==> src/design/rdib_map.svh <==
// register offsets, field positions, reset values and timing counts
`ifndef RDIB_MAP_SVH
`define RDIB_MAP_SVH

`define RDIB_ADDR_IDENTITY 8'h00
`define RDIB_ADDR_INPUT_FAULT 8'h02
`define RDIB_ADDR_LOOP_EVENTS 8'h03
`define RDIB_ADDR_INPUT_ENABLES 8'h04
`define RDIB_ADDR_LOOP_ENABLES 8'h05
`define RDIB_ADDR_REVISION_EXT 8'hc6

`define RDIB_PART_ID_LSB 0
`define RDIB_PART_ID_MSB 4
`define RDIB_REV_LSB 5
`define RDIB_REV_MSB 6
`define RDIB_READY_BIT 7

// arbitrary neutral values
`define RDIB_PART_ID 5'h1a
`define RDIB_REV_LOW 2'h0
`define RDIB_REV_EXT_RESET 8'h03

`define RDIB_EVENT_RESET 4'h0
`define RDIB_ENABLE_RESET 4'h0

`define RDIB_CLK_HZ 50000000
`define RDIB_READY_MS 50
`define RDIB_READY_CYCLES ((`RDIB_CLK_HZ / 1000) * `RDIB_READY_MS)

`endif

==> src/design/rdib_pkg.sv <==
// types shared by the status bank
package rdib_pkg;

    typedef struct packed {
        logic       wr;
        logic       rd;
        logic [7:0] addr;
        logic [7:0] wdata;
    } rdib_req_type;

    typedef struct packed {
        logic [3:0] input_fault;
        logic [1:0] loop0;
        logic [1:0] loop1;
    } rdib_events_type;

    typedef enum logic {RDIB_WAITING, RDIB_READY} rdib_phase_type;

endpackage

==> src/design/rdib_status_bank.sv <==
// identity, ready flag and interrupt status bank of the dual-loop synchronizer
//
// Function
// the identity register returns a fixed five-bit part identifier in bits 4:0, read only.
// bits 6:5 hold a two-bit revision, extended by a second revision register at 0xc6.
// the ready bit 7 reads low after reset and goes high within 50 ms.
// the host waits 40 ms after reset and programs only once the ready bit reads high.
// input-fault bit 0 sets on an input 0 fault while its enable bit is high.
// input-fault bits 1 to 3 behave alike for inputs 1 to 3, each with its own enable.
// any set bit in either event register drives the interrupt request high.
// loop bit 0 sets when loop 0 enters holdover while its enable is high.
// loop bit 1 sets when loop 0 loses lock while its enable is high.
// loop bits 2 and 3 report holdover and unlock of loop 1 in the same way.
// input enable bits 0 to 3 each gate one input; zero blocks the flag and the interrupt.
// the loop enable register holds hold and unlock enables for loop 0 then loop 1.
// each event bit stays set until the host writes one to it.
// the interrupt request falls only once every event bit is clear.
`timescale 1ns/100ps
`include "rdib_map.svh"

module rdib_status_bank
    import rdib_pkg::*;
(
    input wire logic ref_clk,
    input wire logic rst,
    input wire rdib_req_type req,
    input wire rdib_events_type events,
    output logic [7:0] rdata,
    output logic ready,
    output logic irq
);

    ////////////////////////////////////////////////////////////////////////////////
    // state

    typedef struct packed {
        rdib_phase_type phase;
        logic [31:0] ready_count;
        logic [3:0] input_enables;
        logic [3:0] loop_enables;
        logic [7:0] revision_ext;
        logic [7:0] rdata;
        logic [7:0] events_in_q1;
        logic [7:0] events_in_q2;
    } rdib_bank_state_type;

    rdib_bank_state_type state;
    rdib_bank_state_type next_state;

    logic [3:0] input_flags;
    logic [3:0] loop_flags;
    logic [3:0] loop_events_sync;
    logic wr_input;
    logic wr_loop;

    ////////////////////////////////////////////////////////////////////////////////
    // event latches; monitor outputs are synchronised first since they come from elsewhere

    assign wr_input = req.wr && (req.addr == `RDIB_ADDR_INPUT_FAULT);
    assign wr_loop = req.wr && (req.addr == `RDIB_ADDR_LOOP_EVENTS);
    assign loop_events_sync = state.events_in_q2[3:0];

    rdib_sticky_bits #(.width(4)) u_input_flags
    (
        .ref_clk(ref_clk),
        .rst(rst),
        .event_in(state.events_in_q2[7:4]),
        .enable(state.input_enables),
        .clear_mask(req.wdata[3:0]),
        .clear_strobe(wr_input),
        .flags(input_flags)
    );

    rdib_sticky_bits #(.width(4)) u_loop_flags
    (
        .ref_clk(ref_clk),
        .rst(rst),
        .event_in(loop_events_sync), // see R8 see R9
        .enable(state.loop_enables),
        .clear_mask(req.wdata[3:0]),
        .clear_strobe(wr_loop),
        .flags(loop_flags)
    );

    ////////////////////////////////////////////////////////////////////////////////
    // registers, ready timer and read data

    always_comb
    begin
        next_state = state;
        next_state.events_in_q1 = {events.input_fault, events.loop1, events.loop0};
        next_state.events_in_q2 = state.events_in_q1;
        // ready fires at the worst-case 50 ms figure, 10 ms after the 40 ms host wait ends
        unique case (state.phase)
            RDIB_WAITING:
            begin
                if (state.ready_count == 32'(`RDIB_READY_CYCLES - 1))
                begin
                    next_state.phase = RDIB_READY;
                end
                else
                begin
                    next_state.ready_count = state.ready_count + 32'h1;
                end
            end
            RDIB_READY:
            begin
                next_state.ready_count = state.ready_count;
            end
        endcase
        if (req.wr)
        begin
            unique case (req.addr)
                `RDIB_ADDR_INPUT_ENABLES: next_state.input_enables = req.wdata[3:0];
                `RDIB_ADDR_LOOP_ENABLES: next_state.loop_enables = req.wdata[3:0];
                `RDIB_ADDR_REVISION_EXT: next_state.revision_ext = req.wdata;
                default: next_state.input_enables = next_state.input_enables;
            endcase
        end
        if (req.rd)
        begin
            unique case (req.addr)
                `RDIB_ADDR_IDENTITY:
                begin
                    next_state.rdata = {state.phase == RDIB_READY, `RDIB_REV_LOW,
                        `RDIB_PART_ID}; // see R1 see R2
                end
                `RDIB_ADDR_INPUT_FAULT: next_state.rdata = {4'h0, input_flags};
                `RDIB_ADDR_LOOP_EVENTS: next_state.rdata = {4'h0, loop_flags};
                `RDIB_ADDR_INPUT_ENABLES: next_state.rdata = {4'h0, state.input_enables};
                `RDIB_ADDR_LOOP_ENABLES: next_state.rdata = {4'h0, state.loop_enables};
                `RDIB_ADDR_REVISION_EXT: next_state.rdata = state.revision_ext;
                default: next_state.rdata = 8'h00;
            endcase
        end
    end

    always_ff @(posedge ref_clk or posedge rst)
    begin
        if (rst)
        begin
            state.phase <= RDIB_WAITING;
            state.ready_count <= 32'h0;
            state.input_enables <= `RDIB_ENABLE_RESET;
            state.loop_enables <= `RDIB_ENABLE_RESET;
            state.revision_ext <= `RDIB_REV_EXT_RESET;
            state.rdata <= 8'h00;
            state.events_in_q1 <= 8'h00;
            state.events_in_q2 <= 8'h00;
        end
        else
        begin
            state <= next_state;
        end
    end

    ////////////////////////////////////////////////////////////////////////////////
    // outputs

    assign rdata = state.rdata;
    assign ready = (state.phase == RDIB_READY);
    // level output, so it stays up until the last flag is cleared
    assign irq = |{input_flags, loop_flags}; // see R7

endmodule

==> src/design/rdib_sticky_bits.sv <==
// sticky event bits gated by enables, cleared by writing one
`timescale 1ns/100ps

module rdib_sticky_bits
    import rdib_pkg::*;
#(
    parameter int width = 4
)
(
    input wire logic ref_clk,
    input wire logic rst,
    input wire logic [width-1:0] event_in,
    input wire logic [width-1:0] enable,
    input wire logic [width-1:0] clear_mask,
    input wire logic clear_strobe,
    output logic [width-1:0] flags
);

    typedef struct packed {
        logic [width-1:0] flags;
    } rdib_sticky_state_type;

    rdib_sticky_state_type state;
    rdib_sticky_state_type next_state;

    always_comb
    begin
        next_state = state;
        // set beats clear in the same cycle so no event is lost
        if (clear_strobe)
        begin
            next_state.flags = state.flags & ~clear_mask;
        end
        next_state.flags = next_state.flags | (event_in & enable); // see R5
    end

    always_ff @(posedge ref_clk or posedge rst)
    begin
        if (rst)
        begin
            state <= '0;
        end
        else
        begin
            state <= next_state;
        end
    end

    assign flags = state.flags;

endmodule

==> config.mk <==
export PLATFORM = sky130hd
export DESIGN_NAME = rdib_status_bank
export DESIGN_NICKNAME = d
export VERILOG_FILES = /design/src/design/rdib_pkg.sv /design/src/design/rdib_status_bank.sv /design/src/design/rdib_sticky_bits.sv
export VERILOG_INCLUDE_DIRS = /design/src /design/src/design
export SDC_FILE = /design/constraint.sdc
export NUM_CORES = 1
export LEC_CHECK = 0
export BUFFER_PORTS_ARGS = -buffer_cell sky130_fd_sc_hd__buf_2
export CAP_MARGIN = 20
export CORE_ASPECT_RATIO = 0.75
export CORE_MARGIN = 3
export CORE_UTILIZATION = 52
export DETAILED_ROUTE_END_ITERATION = 12
export GPL_TIMING_DRIVEN = 0
export PLACE_DENSITY = 0.78
export SLEW_MARGIN = 20
export SYNTH_ARGS = -nofsm -noshare
export SYNTH_HDL_FRONTEND = slang
export SYNTH_HIERARCHICAL = 1
export SYNTH_SLANG_ARGS = --single-unit
==> constraint.sdc <==
create_clock -name ref_clk -period 2.8 [get_ports ref_clk]
set_clock_uncertainty 0.15 [all_clocks]
set_input_delay 0.56 -clock ref_clk [delete_from_list [all_inputs] [get_ports ref_clk]]
set_output_delay 0.56 -clock ref_clk [all_outputs]
set_load 0.02 [all_outputs]
==> results, run 1 <==
- The worst setup path is launched from a register.
- Data arrives at the worst endpoint at between 2 and 2.5 ns.
- The run finished with clean final reports.
- The first-pass iteration count of the detailed router is 4.
- In this run the most critical hold path is launched from events[3].
- Measured along the x axis, the die boundary spans 101 µm.
- The mean instance size in the synthesized netlist is 12.1 µm².
- The cell-internal power is 0.00176 W.
- Summing over every cut layer, the via total after detailed routing is 2335.
- The path class of the tightest hold or removal check is in -> reg.
- The number of cells produced by synthesis is 289.
- The number of clock buffers added by TritonCTS is 9.
- The initial antenna violation count was 0.
- For this block, the initial DRC count from the detailed router was roughly 130.
- The relative contribution of sequential cells to total power is 0.565.
- The fraction of the mapped netlist area in simple logic gates is 0.168.
- The via density per instance is around 5.5.
- By area the synthesized netlist is led by dfrtp_1, mux2_2, xor2_1.
- At the worst endpoint, the required time is 2.88 ns.
- The synthesized netlist net count is 318.
- In the final layout, flip-flops and latches occupy 0.00203 mm².
- The number of buffers added for setup after CTS is 0.
- The fraction of final layout cells with drive strength greater than 1 is 0.278.
- The path with the worst hold slack has its endpoint at next_state[1].
- The aggregate global-route resource usage is 0.192.
- Of the total synthesized cell area, the portion taken by full adders, half adders and majority gates is 0.00357.
- The reg-to-reg endpoint is state[41].
- The clock root buffer is clkbuf_8.
- In this run the core area contains 25 standard-cell rows.
- The worst ir drop on vdd is 0.000324 V.
- The proportion of power drawn by the clock network is 0.358.
- The leakage power figure is 1.98 nW.
- The number of warnings printed during yosys synthesis is 6.
- The synthesized netlist occupies a cell area of between 0.003 and 0.004 mm².
- The maximum operating frequency is 424 MHz.
- The most frequent cell after synthesis is dfrtp_1.
- The share of the yosys chip area belonging to registers is 0.578.
- The detail route stage leaves a number of antenna-violating nets equal to 0.
- The initial standard-cell utilization of the core is 0.547.
- The synthesized design contains 81 register bits.
- Summed over all instances, the cell type with the most area after synthesis is dfrtp_1.
- Of the available clock period, the critical path in the final layout requires 0.842.
- Subtracting the final worst setup slack from the clock period gives 2.36 ns.
- The switching power is 0.000532 W.
- Of the total synthesized cell area, the portion taken by XOR and XNOR cells is 0.0774.
- The post-cts repair resize count is 0.
- Counting flops with a built-in enable in the synthesized netlist gives 0.
- The worst reg2reg path startpoint is state[70].
- The worst slew margin relative to its limit is 0.495.
- Setup repair after global routing left no endpoint under its margin.
- The clock reaches the later pin of the worst-skew pair after 0.34 ns.
- The number of cells traversed by the worst register-to-register path is 5.
- The clock slew at the register clock pins of the worst setup and hold paths is 0.08 ns.
- After detailed routing, the number of remaining DRC violations is 0.
- The count of buffers added on input and output ports is 36.
- Of all nets on the critical path, the largest fanout is 10.
- The total count of hold-check failures in the final report was 0.
- Setup violations remaining at the end of the flow were counted as 0.
- The met1 wire length is 3.35 mm.
- The final antenna diode count is 0.
- Across all setup checks in the final design, the least slack found is 0.442 ns.
- The compound-gate portion of the synthesized area is 0.0581.
- Of the total power, combinational logic draws 0.077.
- The die outline height is 77.1 µm.
- The area used by multi-input combinational logic is 0.00135 mm².
- The clock tree synthesis step divided the H-tree into 3 levels.
- Detailed routing placed a total of between 300 and 400 µm of wire on met3.
- The hold buffer count at cts is 1.
- The commonest cells after synthesis are dfrtp_1, nand2_1, mux2_2.
- Of the total power, the share spent switching nets is 0.232.
- 38 I/O pins were placed.
- The critical path is of the reg -> reg type.
- The count of max-cap constraint violations is 0.
- The async set or reset register ratio after synthesis is 1.00.
- Adding up every negative setup slack in the final design gives 0 ns.
- The first global-routing pass estimated 11.5 mm of wire.
- Prior to clock tree synthesis, the placed netlist has a worst setup slack of 0.316 ns.
- Counting the fill cells in the layout gives 512.
- Final hold analysis gives a worst-case slack of 0.170 ns.
- Along the worst hold path, the cell count comes to 1.
- For this run, the leading register cell type out of synthesis is dfrtp_1.
- The via count of the first global-routing pass is ~2400.
- The setup check on the worst reg-to-reg path leaves a slack of roughly 0.44 ns.
- The die covers 0.00778 mm².
- The transition time of the tightest slew-check pin is between 0.7 and 0.8 ns.
- TritonCTS built the clock tree.
- The number of nets in the layout is about 370.
- Summed over all nets, wire length on met2 after detailed routing comes to between 2 and 3 mm.
- The top layer reached by signal wires is met4.
- The total congestion overflow after global routing is 0.
- The top-area cell type share of the netlist area is 0.563.
- The endpoint type of the worst setup path is a register.
- The power density over the cells is 571 mW/mm².
- The total count of max-transition violations in the final report is 0.
- The dominant combinational cell family by area after synthesis is simple AND/OR/NAND/NOR gates.
- Compared with the post-synthesis result, the final layout area differs by 14.5%.
- The number of clock sinks is 81.
- The maximum number of pins on one net before global-route repair is 46.
- The routability congestion estimate from global placement is 0.838.
- The distinct cell type count of the synthesized netlist is 41.
- The clock passes through at most 2 buffers.
- The routed wirelength normalized by instance count is 15.8 µm.
- Once detailed placement completed, the half-perimeter wirelength came to 4.97 mm.
- The mux cell area share after synthesis is 0.0788.
- The total area inside the core boundary comes to 0.00641 mm².
- Summed over all layers, the routed wires come to 6.67 mm.
==> power groups by stage <==
stage               Combinational [W]  Sequential, W  Clock [W]
floorplan                    0.000120        0.00130          0
global placement             0.000169        0.00131          0
detailed placement           0.000177        0.00132          0
CTS                          0.000179        0.00129   0.000852
global route                 0.000196        0.00130   0.000910
finish                       0.000176        0.00130   0.000822
==> state kept, by name (all words and copies together), names as in the netlist <==
signal               count
state                   52
next_state               8
rdata                    8
loop_events_sync         4
u_input_flags/flags      4
u_loop_flags/flags       4
ready                    1
==> cell families after synthesis <==
group	Yosys count
flops	81
buf+inv	23
mux	25
simple gates	101
fa+ha+maj	1
compound gates	27
xor+xnor	31
==> placed cells by master, fill, tap and decap left out, types with 3 or more instances in the layout <==
master / synthesis / final
nor2_1: 15 / 15
nor4b_1: 3 / 3
and3_1: 4 / 4
nand4_1: 4 / 4
mux2_2: 20 / 20
nand3_1: 12 / 12
xor2_1: 19 / 19
nor4_1: 10 / 10
clkbuf_8: 0 / 10
a22oi_1: 5 / 5
buf_2: 1 / 37
a22o_1: 8 / 8
xnor2_1: 12 / 12
inv_1: 9 / 8
and2_1: 4 / 4
clkbuf_1: 4 / 4
mux2i_1: 4 / 4
nand2_1: 26 / 26
dfrtp_1: 79 / 79
buf_4: 8 / 8
and4_1: 3 / 3
nor3_1: 8 / 8
a21oi_1: 5 / 5
==> per-layer routing <==
metal,GRT usage,vias up
met3,0.0600,9
met5,0,-
li1,-,1120
met4,0.0565,0
met1,0.283,1157
met2,0.271,49
==> critical path: stages, from the launching register on <==
cell,delay [ns]
dfrtp_1,0.41
nor4_1,0.42
nand4_1,0.18
o41ai_2,0.55
buf_6,0.21
mux2_1,0.32
==> worst max path at each step <==
stage,startpoint,end,cells after the start
finish,state[70],state[41],5
global route,state[70],state[41],5
CTS,state[70],state[41],5
detailed placement,req[11],u_input_flags/flags[2],8
global placement,rst,state[68],2
floorplan,rst,loop_events_sync[0],1
==> final cells by class <==
cell class              count  share of cell area
well taps                  81              0.0252
clock buffers              10              0.0343
inverters                   9             0.00903
plain buffers              14              0.0227
flip-flops and latches     81               0.505
repair buffers             38              0.0523
multi-input cells         185               0.337
clock inverters             5              0.0140
==> through the flow <==
step,instance area (µm²),util,cells,power [W]
5_1_grt,4020,0.626,423,0.00241
2_1_floorplan,3510,-,289,0.00142
3_5_place_dp,3810,0.595,407,0.00149
6_report,4020,0.626,423,0.00229
3_3_place_gp,3790,0.591,406,0.00148
4_1_cts,4020,0.626,423,0.00233
Note: power is estimated with default switching activity, not from simulation.
==> run 2, diff against run 1 <==
==> constraint.sdc (replaced) <==
create_clock -name ref_clk -period 2.4 [get_ports ref_clk]
set_clock_uncertainty 0.15 [all_clocks]
set_input_delay 0.48 -clock ref_clk [delete_from_list [all_inputs] [get_ports ref_clk]]
set_output_delay 0.48 -clock ref_clk [all_outputs]
set_load 0.02 [all_outputs]
==> run 2 against run 1 <==
- final cell count increased by 0.24%
- clock power rose by 29%
- critical path depth unchanged
- register-to-register slack lost 0.31 ns
- routed wire length rose by 3.4%
- die area is the same
- flip-flop and latch count stayed put
- worst hold slack worse by 0.086 ns
- critical endpoint unchanged
- highest routed layer unchanged
==> results, run 2 (synthesis results as in run 1) <==
- The power density over the cells is 684 mW/mm² (+20%).
- The first-pass iteration count of the detailed router was 4 (unchanged).
- The leakage power figure came to 2.03 nW (+2.3%).
- The pre-CTS setup slack was 0.0358 ns (-0.281 ns).
- The initial standard-cell utilization of the core came to 0.547 (unchanged).
- The setup TNS after final layout is 0 ns (unchanged).
- The total number of vias is 2348 (+0.56%).
- The buffers plus inverters on the worst setup path is 1 (unchanged).
- The slowest stage of the critical path belongs to the cell o41ai_4.
- Grouping stages by cell kind, the critical path spends the most delay in simple AND/OR/NAND/NOR gates.
- The total die area is 0.00778 mm² (unchanged).
- The total count of hold-check failures in the final report was 0 (unchanged).
- In this run the clock root is driven by a clkbuf_8.
- The first-pass GRT wire length came to 11.8 mm (+2.9%).
- The total power consumption of the routed design came to 0.00279 W (+22%).
- The clock slew at the register clock pins of the worst setup and hold paths is 0.08 ns (about the same).
- The number of nets in the layout was 368 (+0.27%).
- The worst ir drop on vdd is 0.000448 V (+38%).
- The remaining antenna violation count after routing is 0 (unchanged).
- The stage delay of the slowest cell on the critical path was 0.47 ns (-0.08 ns).
- TritonCTS built the clock tree.
- The endpoint type of the worst setup path is a register.
- The final core utilization is 0.635 (+0.00878).
- The worst setup path is launched from a register.
- The number of clock sinks is 81 (unchanged).
- The initial antenna violation count is 0 (unchanged).
- The via density per instance was 5.54 (+0.32%).
- The violation count after the first detailed-routing iteration was 119 (-5.6%).
- The number of H-tree branching levels is 3 (unchanged).
- The final cycle utilization of the critical path came to 0.947 (+0.104).
- The total count of max-transition violations in the final report is 0 (unchanged).
- The worst path setup slack after routing is 0.128 ns (-0.313 ns).
- Leaving out fill and tap cells, the most frequent cells in the layout are dfrtp_1, buf_2, nand2_1.
- The type of the tightest min-delay check is in -> reg.
- The biggest fanout along the worst timing path is 10 (unchanged).
- The top-level port count is 38 (unchanged).
- The count of max-cap constraint violations is 0 (unchanged).
- The area inside the core boundary is 0.00641 mm² (unchanged).
- The routed wirelength normalized by instance count was 16.3 µm (+3.1%).
- The worst hold margin came to 0.0837 ns (-0.0864 ns).
- The routability congestion estimate from global placement came to 0.823 (-1.8%).
- By startpoint and endpoint, the worst setup path is classified as reg -> reg.
- The clock buffer count from CTS came to 9 (unchanged).
- The wire length after detailed routing is 6.89 mm (+3.4%).
- The data arrival time of the critical path is 2.35 ns (-0.09 ns).
- The run finished with clean final reports.
- The number of flip-flops in the largest register came to 52 (unchanged).
- The transition time of the tightest slew-check pin is 0.721 ns (-0.0307 ns).
- The number of design rule violations left after detail routing is 0 (unchanged).
- Compared with the post-synthesis result, the final layout area differs by 16.1%.
- The minimum setup slack among reg-to-reg paths is 0.13 ns (-0.31 ns).
- The fraction of final layout cells with drive strength greater than 1 came to 0.274 (-0.00373).
- The final number of setup-violating endpoints came to 0 (unchanged).
- Setup repair after global routing left no endpoint under its margin.
- The most common cell after layout, fill and taps aside is dfrtp_1.
- The aggregate global-route resource usage is 0.197 (+0.00540).
- The number of buffers added for setup after CTS is 0 (unchanged).
- The critical path goes through nor4_1 -> nand4_1 -> o41ai_4 -> buf_6 -> mux2_1.
- The count of input and output buffers is 36 (unchanged).
- The die outline height is 77.1 µm (unchanged).
- The via count of the first global-routing pass is 2388 (+1.5%).
- The total congestion overflow after global routing was 0 (unchanged).
- The horizontal die dimension is 101 µm (unchanged).
- The total half-perimeter wirelength after legalization and detailed placement is 4.93 mm (-0.88%).
- The maximum root-to-sink buffer count came to 2 (unchanged).
- The required time at the worst-slack endpoint was 2.48 ns (-0.40 ns).
- The floorplan row count is 25 (unchanged).
- The maximum operating frequency is 440 MHz (+3.8%).
- Ranked by flip-flop count, first place goes to state.
- The worst slew margin relative to its limit is 0.515 (+0.0206).
- The final critical delay including setup and external delays is 2.27 ns (-0.0865 ns).
- The clock latency of the later-clocked register in the worst-skew pair was 0.34 ns (about the same).
- The final antenna diode count is 0 (unchanged).
- The maximum number of pins on one net before global-route repair is 35 (-24%).
## run 2: cell types whose count changed in the layout (fill, tap and decap cells not counted), sizes merged
cell	change
buf	+1
bufinv	+1
clkbuf	+2
clkinv	-2
inv	-1
## run 2: report_power, final
group          internal [W]  total [W]  switching [W]
sequential          0.00145    0.00151      0.0000606
combinational      0.000109   0.000216       0.000107
clock              0.000608    0.00106       0.000454
total               0.00217    0.00279       0.000622
## run 2: routing by layer
layer  part of all wire  track usage  vias to the layer above
li1                   -            -                     1119
met1               0.48        0.297                     1141
met2               0.42        0.258                       80
met3              0.085       0.0827                        8
met4              0.011       0.0552                        0
met5                  0            0                        -
## run 2: repair_timing
item | in CTS | in global routing
hold endpoints to repair | 8 | 0
resized for setup | 0 | 1
endpoints found under the setup margin | 0 | 1
hold buffers | 1 | 0
## run 2: layout make-up
type | instances | area [µm²]
Buffer | 14 | 91.3
Clock buffer | 12 | 145
Clock inverter | 3 | 65.1
Fill cell | 480 | 2340
Inverter | 9 | 37.5
Multi-Input combinational cell | 185 | 1370
Sequential cell | 81 | 2030
Tap cell | 81 | 101
Timing Repair Buffer | 39 | 238
## run 2: worst reg2reg max path, stage by stage (launching register included)
cell     delay (ns)
dfrtp_1        0.42
nor4_1         0.40
nand4_1        0.21
o41ai_4        0.47
buf_6          0.20
mux2_1         0.32
## run 2: worst paths after layout
path                                     from                endpoint  cells after the start
worst max-delay path                state[70]               state[41]                      5
worst min-delay path                events[5]           next_state[5]                      1
worst max register to register      state[70]               state[41]                      5
worst min register to register  next_state[0]     loop_events_sync[0]                      0
max in group asynchronous                 rst               state[24]                      4
min in group asynchronous                 rst  u_input_flags/flags[0]                      3
## run 2: stage by stage
step / area [µm²] / instances
6_report: 4070 / 424
5_1_grt: 4070 / 424
4_1_cts: 4060 / 424
3_5_place_dp: 3840 / 408
3_3_place_gp: 3790 / 406
2_1_floorplan: 3510 / 289
==> run 3, diff against run 2 <==
--- a/config.mk
+++ b/config.mk
@@ -10,10 +10,9 @@
 export CAP_MARGIN = 20
 export CORE_ASPECT_RATIO = 0.75
 export CORE_MARGIN = 3
-export CORE_UTILIZATION = 52
+export CORE_UTILIZATION = 45
 export DETAILED_ROUTE_END_ITERATION = 12
-export GPL_TIMING_DRIVEN = 0
-export PLACE_DENSITY = 0.78
+export PLACE_DENSITY = 0.7
 export SLEW_MARGIN = 20
 export SYNTH_ARGS = -nofsm -noshare
 export SYNTH_HDL_FRONTEND = slang
==> run 3 against run 2 <==
- count of clock-buffer cells in the layout rose by 3
- final area is 1.1% lower
- non-clock buffer count shrank 9
- die area is 14% higher
- first-iteration DRC count down 8.4%
- sequential power about the same
- via count is 3.7% lower
- total power barely moved
- maximum frequency shrank 0.67%
- routed wire length fell by 0.99%
- worst hold slack about the same
- setup slack worse by 0.015 ns
- critical path type unchanged
- highest routed layer unchanged
==> results, run 3 (synthesis results as in run 1) <==
- The total number of vias was 2260 (-3.7%).
- The die outline height is 82.5 µm (+6.9%).
- The top-level port count is 38 (unchanged).
- The number of buffers added for setup after CTS is 0 (unchanged).
- The reg-to-reg endpoint is state[41].
- The final antenna diode count is 0 (unchanged).
- The data arrival time of the critical path is 2.37 ns (+0.02 ns).
- In this run the critical register-to-register path is launched from state[70].
- The count of input and output buffers is 37 (+2.8%).
- The clock latency of the later-clocked register in the worst-skew pair is 0.35 ns (about the same).
- The final number of setup-violating endpoints is 0 (unchanged).
- The number of flip-flops in the largest register is 52 (unchanged).
- The register with the most flip-flops in the final layout is state.
- The aggregate global-route resource usage is 0.169 (-0.0285).
- The critical path is of the reg -> reg type.
- The post-cts repair resize count was 0 (unchanged).
- The horizontal die dimension is 108 µm (+7.1%).
- The tree is rooted in a clkbuf_8.
- The library cell used most frequently in the layout, excluding fill and tap cells, is dfrtp_1.
- The endpoint of the worst hold-timing path is next_state[1].
- The signal on the critical path passes through nor4_1 -> nand4_1 -> o41ai_2 -> buf_4 -> mux2_1.
- The number of cells traversed by the worst register-to-register path is 5 (unchanged).
- The wire length after detailed routing was 6.82 mm (-0.99%).
- The maximum operating frequency is 437 MHz (-0.67%).
- The kind of cell with the highest combined delay along the critical path is simple AND/OR/NAND/NOR gates.
- The via count of the first global-routing pass is 2186 (-8.5%).
- The total power consumption of the routed design is 0.00279 W (about the same).
- The total die area is 0.00890 mm² (+14%).
- The initial standard-cell utilization of the core came to 0.470 (-0.0772).
- The flow ran to the end, and the final reports show no timing, DRC or antenna violations.
- The power density over the cells is 693 mW/mm² (+1.2%).
- The first-pass GRT wire length is 11.4 mm (-3.9%).
- The setup TNS after final layout is 0 ns (unchanged).
- The number of clock sinks is 81 (unchanged).
- The total congestion overflow after global routing came to 0 (unchanged).
- The routability congestion estimate from global placement is 0.833 (+1.2%).
- The min-delay analysis places its worst path in the category in -> reg.
- The maximum root-to-sink buffer count is 2 (unchanged).
- The number of H-tree branching levels is 3 (unchanged).
- The fraction of final layout cells with drive strength greater than 1 is 0.272 (-0.00241).
- The total count of max-transition violations in the final report is 0 (unchanged).
- The minimum setup slack among reg-to-reg paths was 0.11 ns (-0.02 ns).
- The required time at the worst-slack endpoint is 2.48 ns (about the same).
- The hold buffer count at cts was 1 (unchanged).
- The maximum number of pins on one net before global-route repair came to 53 (+51%).
- The endpoint type of the worst setup path is a register.
- The clock tree from TritonCTS is built.
- On the critical path, the stage with the largest delay is an instance of nor4_1.
- The total count of hold-check failures in the final report was 0 (unchanged).
- The clock slew at the register clock pins of the worst setup and hold paths was 0.07 ns (about the same).
- The number of design rule violations left after detail routing is 0 (unchanged).
- The library cells used most frequently in the layout, excluding fill and tap cells, are dfrtp_1, buf_2, nand2_1.
- The violation count after the first detailed-routing iteration is 109 (-8.4%).
- The area inside the core boundary came to 0.00747 mm² (+16%).
- The final cycle utilization of the critical path is 0.953 (+0.00642).
- The stage delay of the slowest cell on the critical path is 0.47 ns (about the same).
- The initial antenna violation count is 0 (unchanged).
- The total number of cells along the worst setup path is 5 (unchanged).
- The type of origin of the critical path is a register.
- The final critical delay including setup and external delays came to 2.29 ns (+0.0154 ns).
- The worst slew margin relative to its limit was 0.663 (+0.147).
- The worst ir drop on vdd is 0.000360 V (-20%).
- The count of max-cap constraint violations is 0 (unchanged).
- The clock buffer count from CTS is 9 (unchanged).
- The routed wirelength normalized by instance count is 15.7 µm (-3.7%).
- The buffers plus inverters on the worst setup path is 1 (unchanged).
- In this run the most critical hold path is launched from events[3].
- The first-pass iteration count of the detailed router is 5 (+1).
- The via density per instance is 5.18 (-6.4%).
- The transition time of the tightest slew-check pin is 0.505 ns (-0.216 ns).
- Setup repair after global routing left no endpoint under its margin.
- The cell count of the worst hold path is 1 (unchanged).
- The floorplan row count came to 27 (+8.0%).
- The remaining antenna violation count after routing was 0 (unchanged).
- The number of nets in the layout is 359 (-2.4%).
- The total half-perimeter wirelength after legalization and detailed placement was 4.86 mm (-1.5%).
- The biggest fanout along the worst timing path is 5 (-5).
- From synthesis to final layout, the design area changed by 14.8%.
- The leakage power figure came to 1.97 nW (-2.9%).
==> run 3: metrics by stage <==
step	cells	utilization	worst slack [ns]	hold WS, ns	area [µm²]
CTS	436	0.539	0.148	0.0696	4030
global placement	419	0.508	0.227	0.183	3790
floorplan	289	-	0.384	0.0961	3510
global route	436	0.539	0.0789	0.0673	4030
detailed placement	419	0.508	0.195	0.185	3790
finish	436	0.539	0.113	0.0836	4030
==> run 3: cell type report <==
cell class	count	area [µm²]
fill	653	3440
sequential	81	2030
multi-input combinational	185	1350
timing repair buffer	44	253
clock buffer	15	196
tap	101	126
inverter	9	37.5
clock inverter	1	30.0
==> run 3: worst max-delay path by stage <==
stage               from         to  slack, ns
3_3_place_gp     req[11]  state[29]       0.23
6_report       state[70]  state[41]       0.11
2_1_floorplan  state[45]  state[41]       0.38
5_1_grt        state[70]  state[41]       0.08
3_5_place_dp   state[70]  state[41]       0.19
4_1_cts        state[70]  state[41]       0.15
==> run 3: routing by layer <==
metal / GRT usage / part of all wire / routed length, µm
met1: 0.258 / 0.52 / 3560
met2: 0.231 / 0.42 / 2840
met3: 0.0505 / 0.049 / 337
met4: 0.0454 / 0.012 / 82
met5: 0 / 0 / 0
==> run 3: report_power, final <==
| group | total (W) | switching (W) | internal, W |
|---|---|---|---|
| clock network | 0.00108 | 0.000456 | 0.000624 |
| registers | 0.00151 | 0.0000626 | 0.00145 |
| logic | 0.000197 | 0.0000997 | 0.0000974 |
| total | 0.00279 | 0.000618 | 0.00217 |
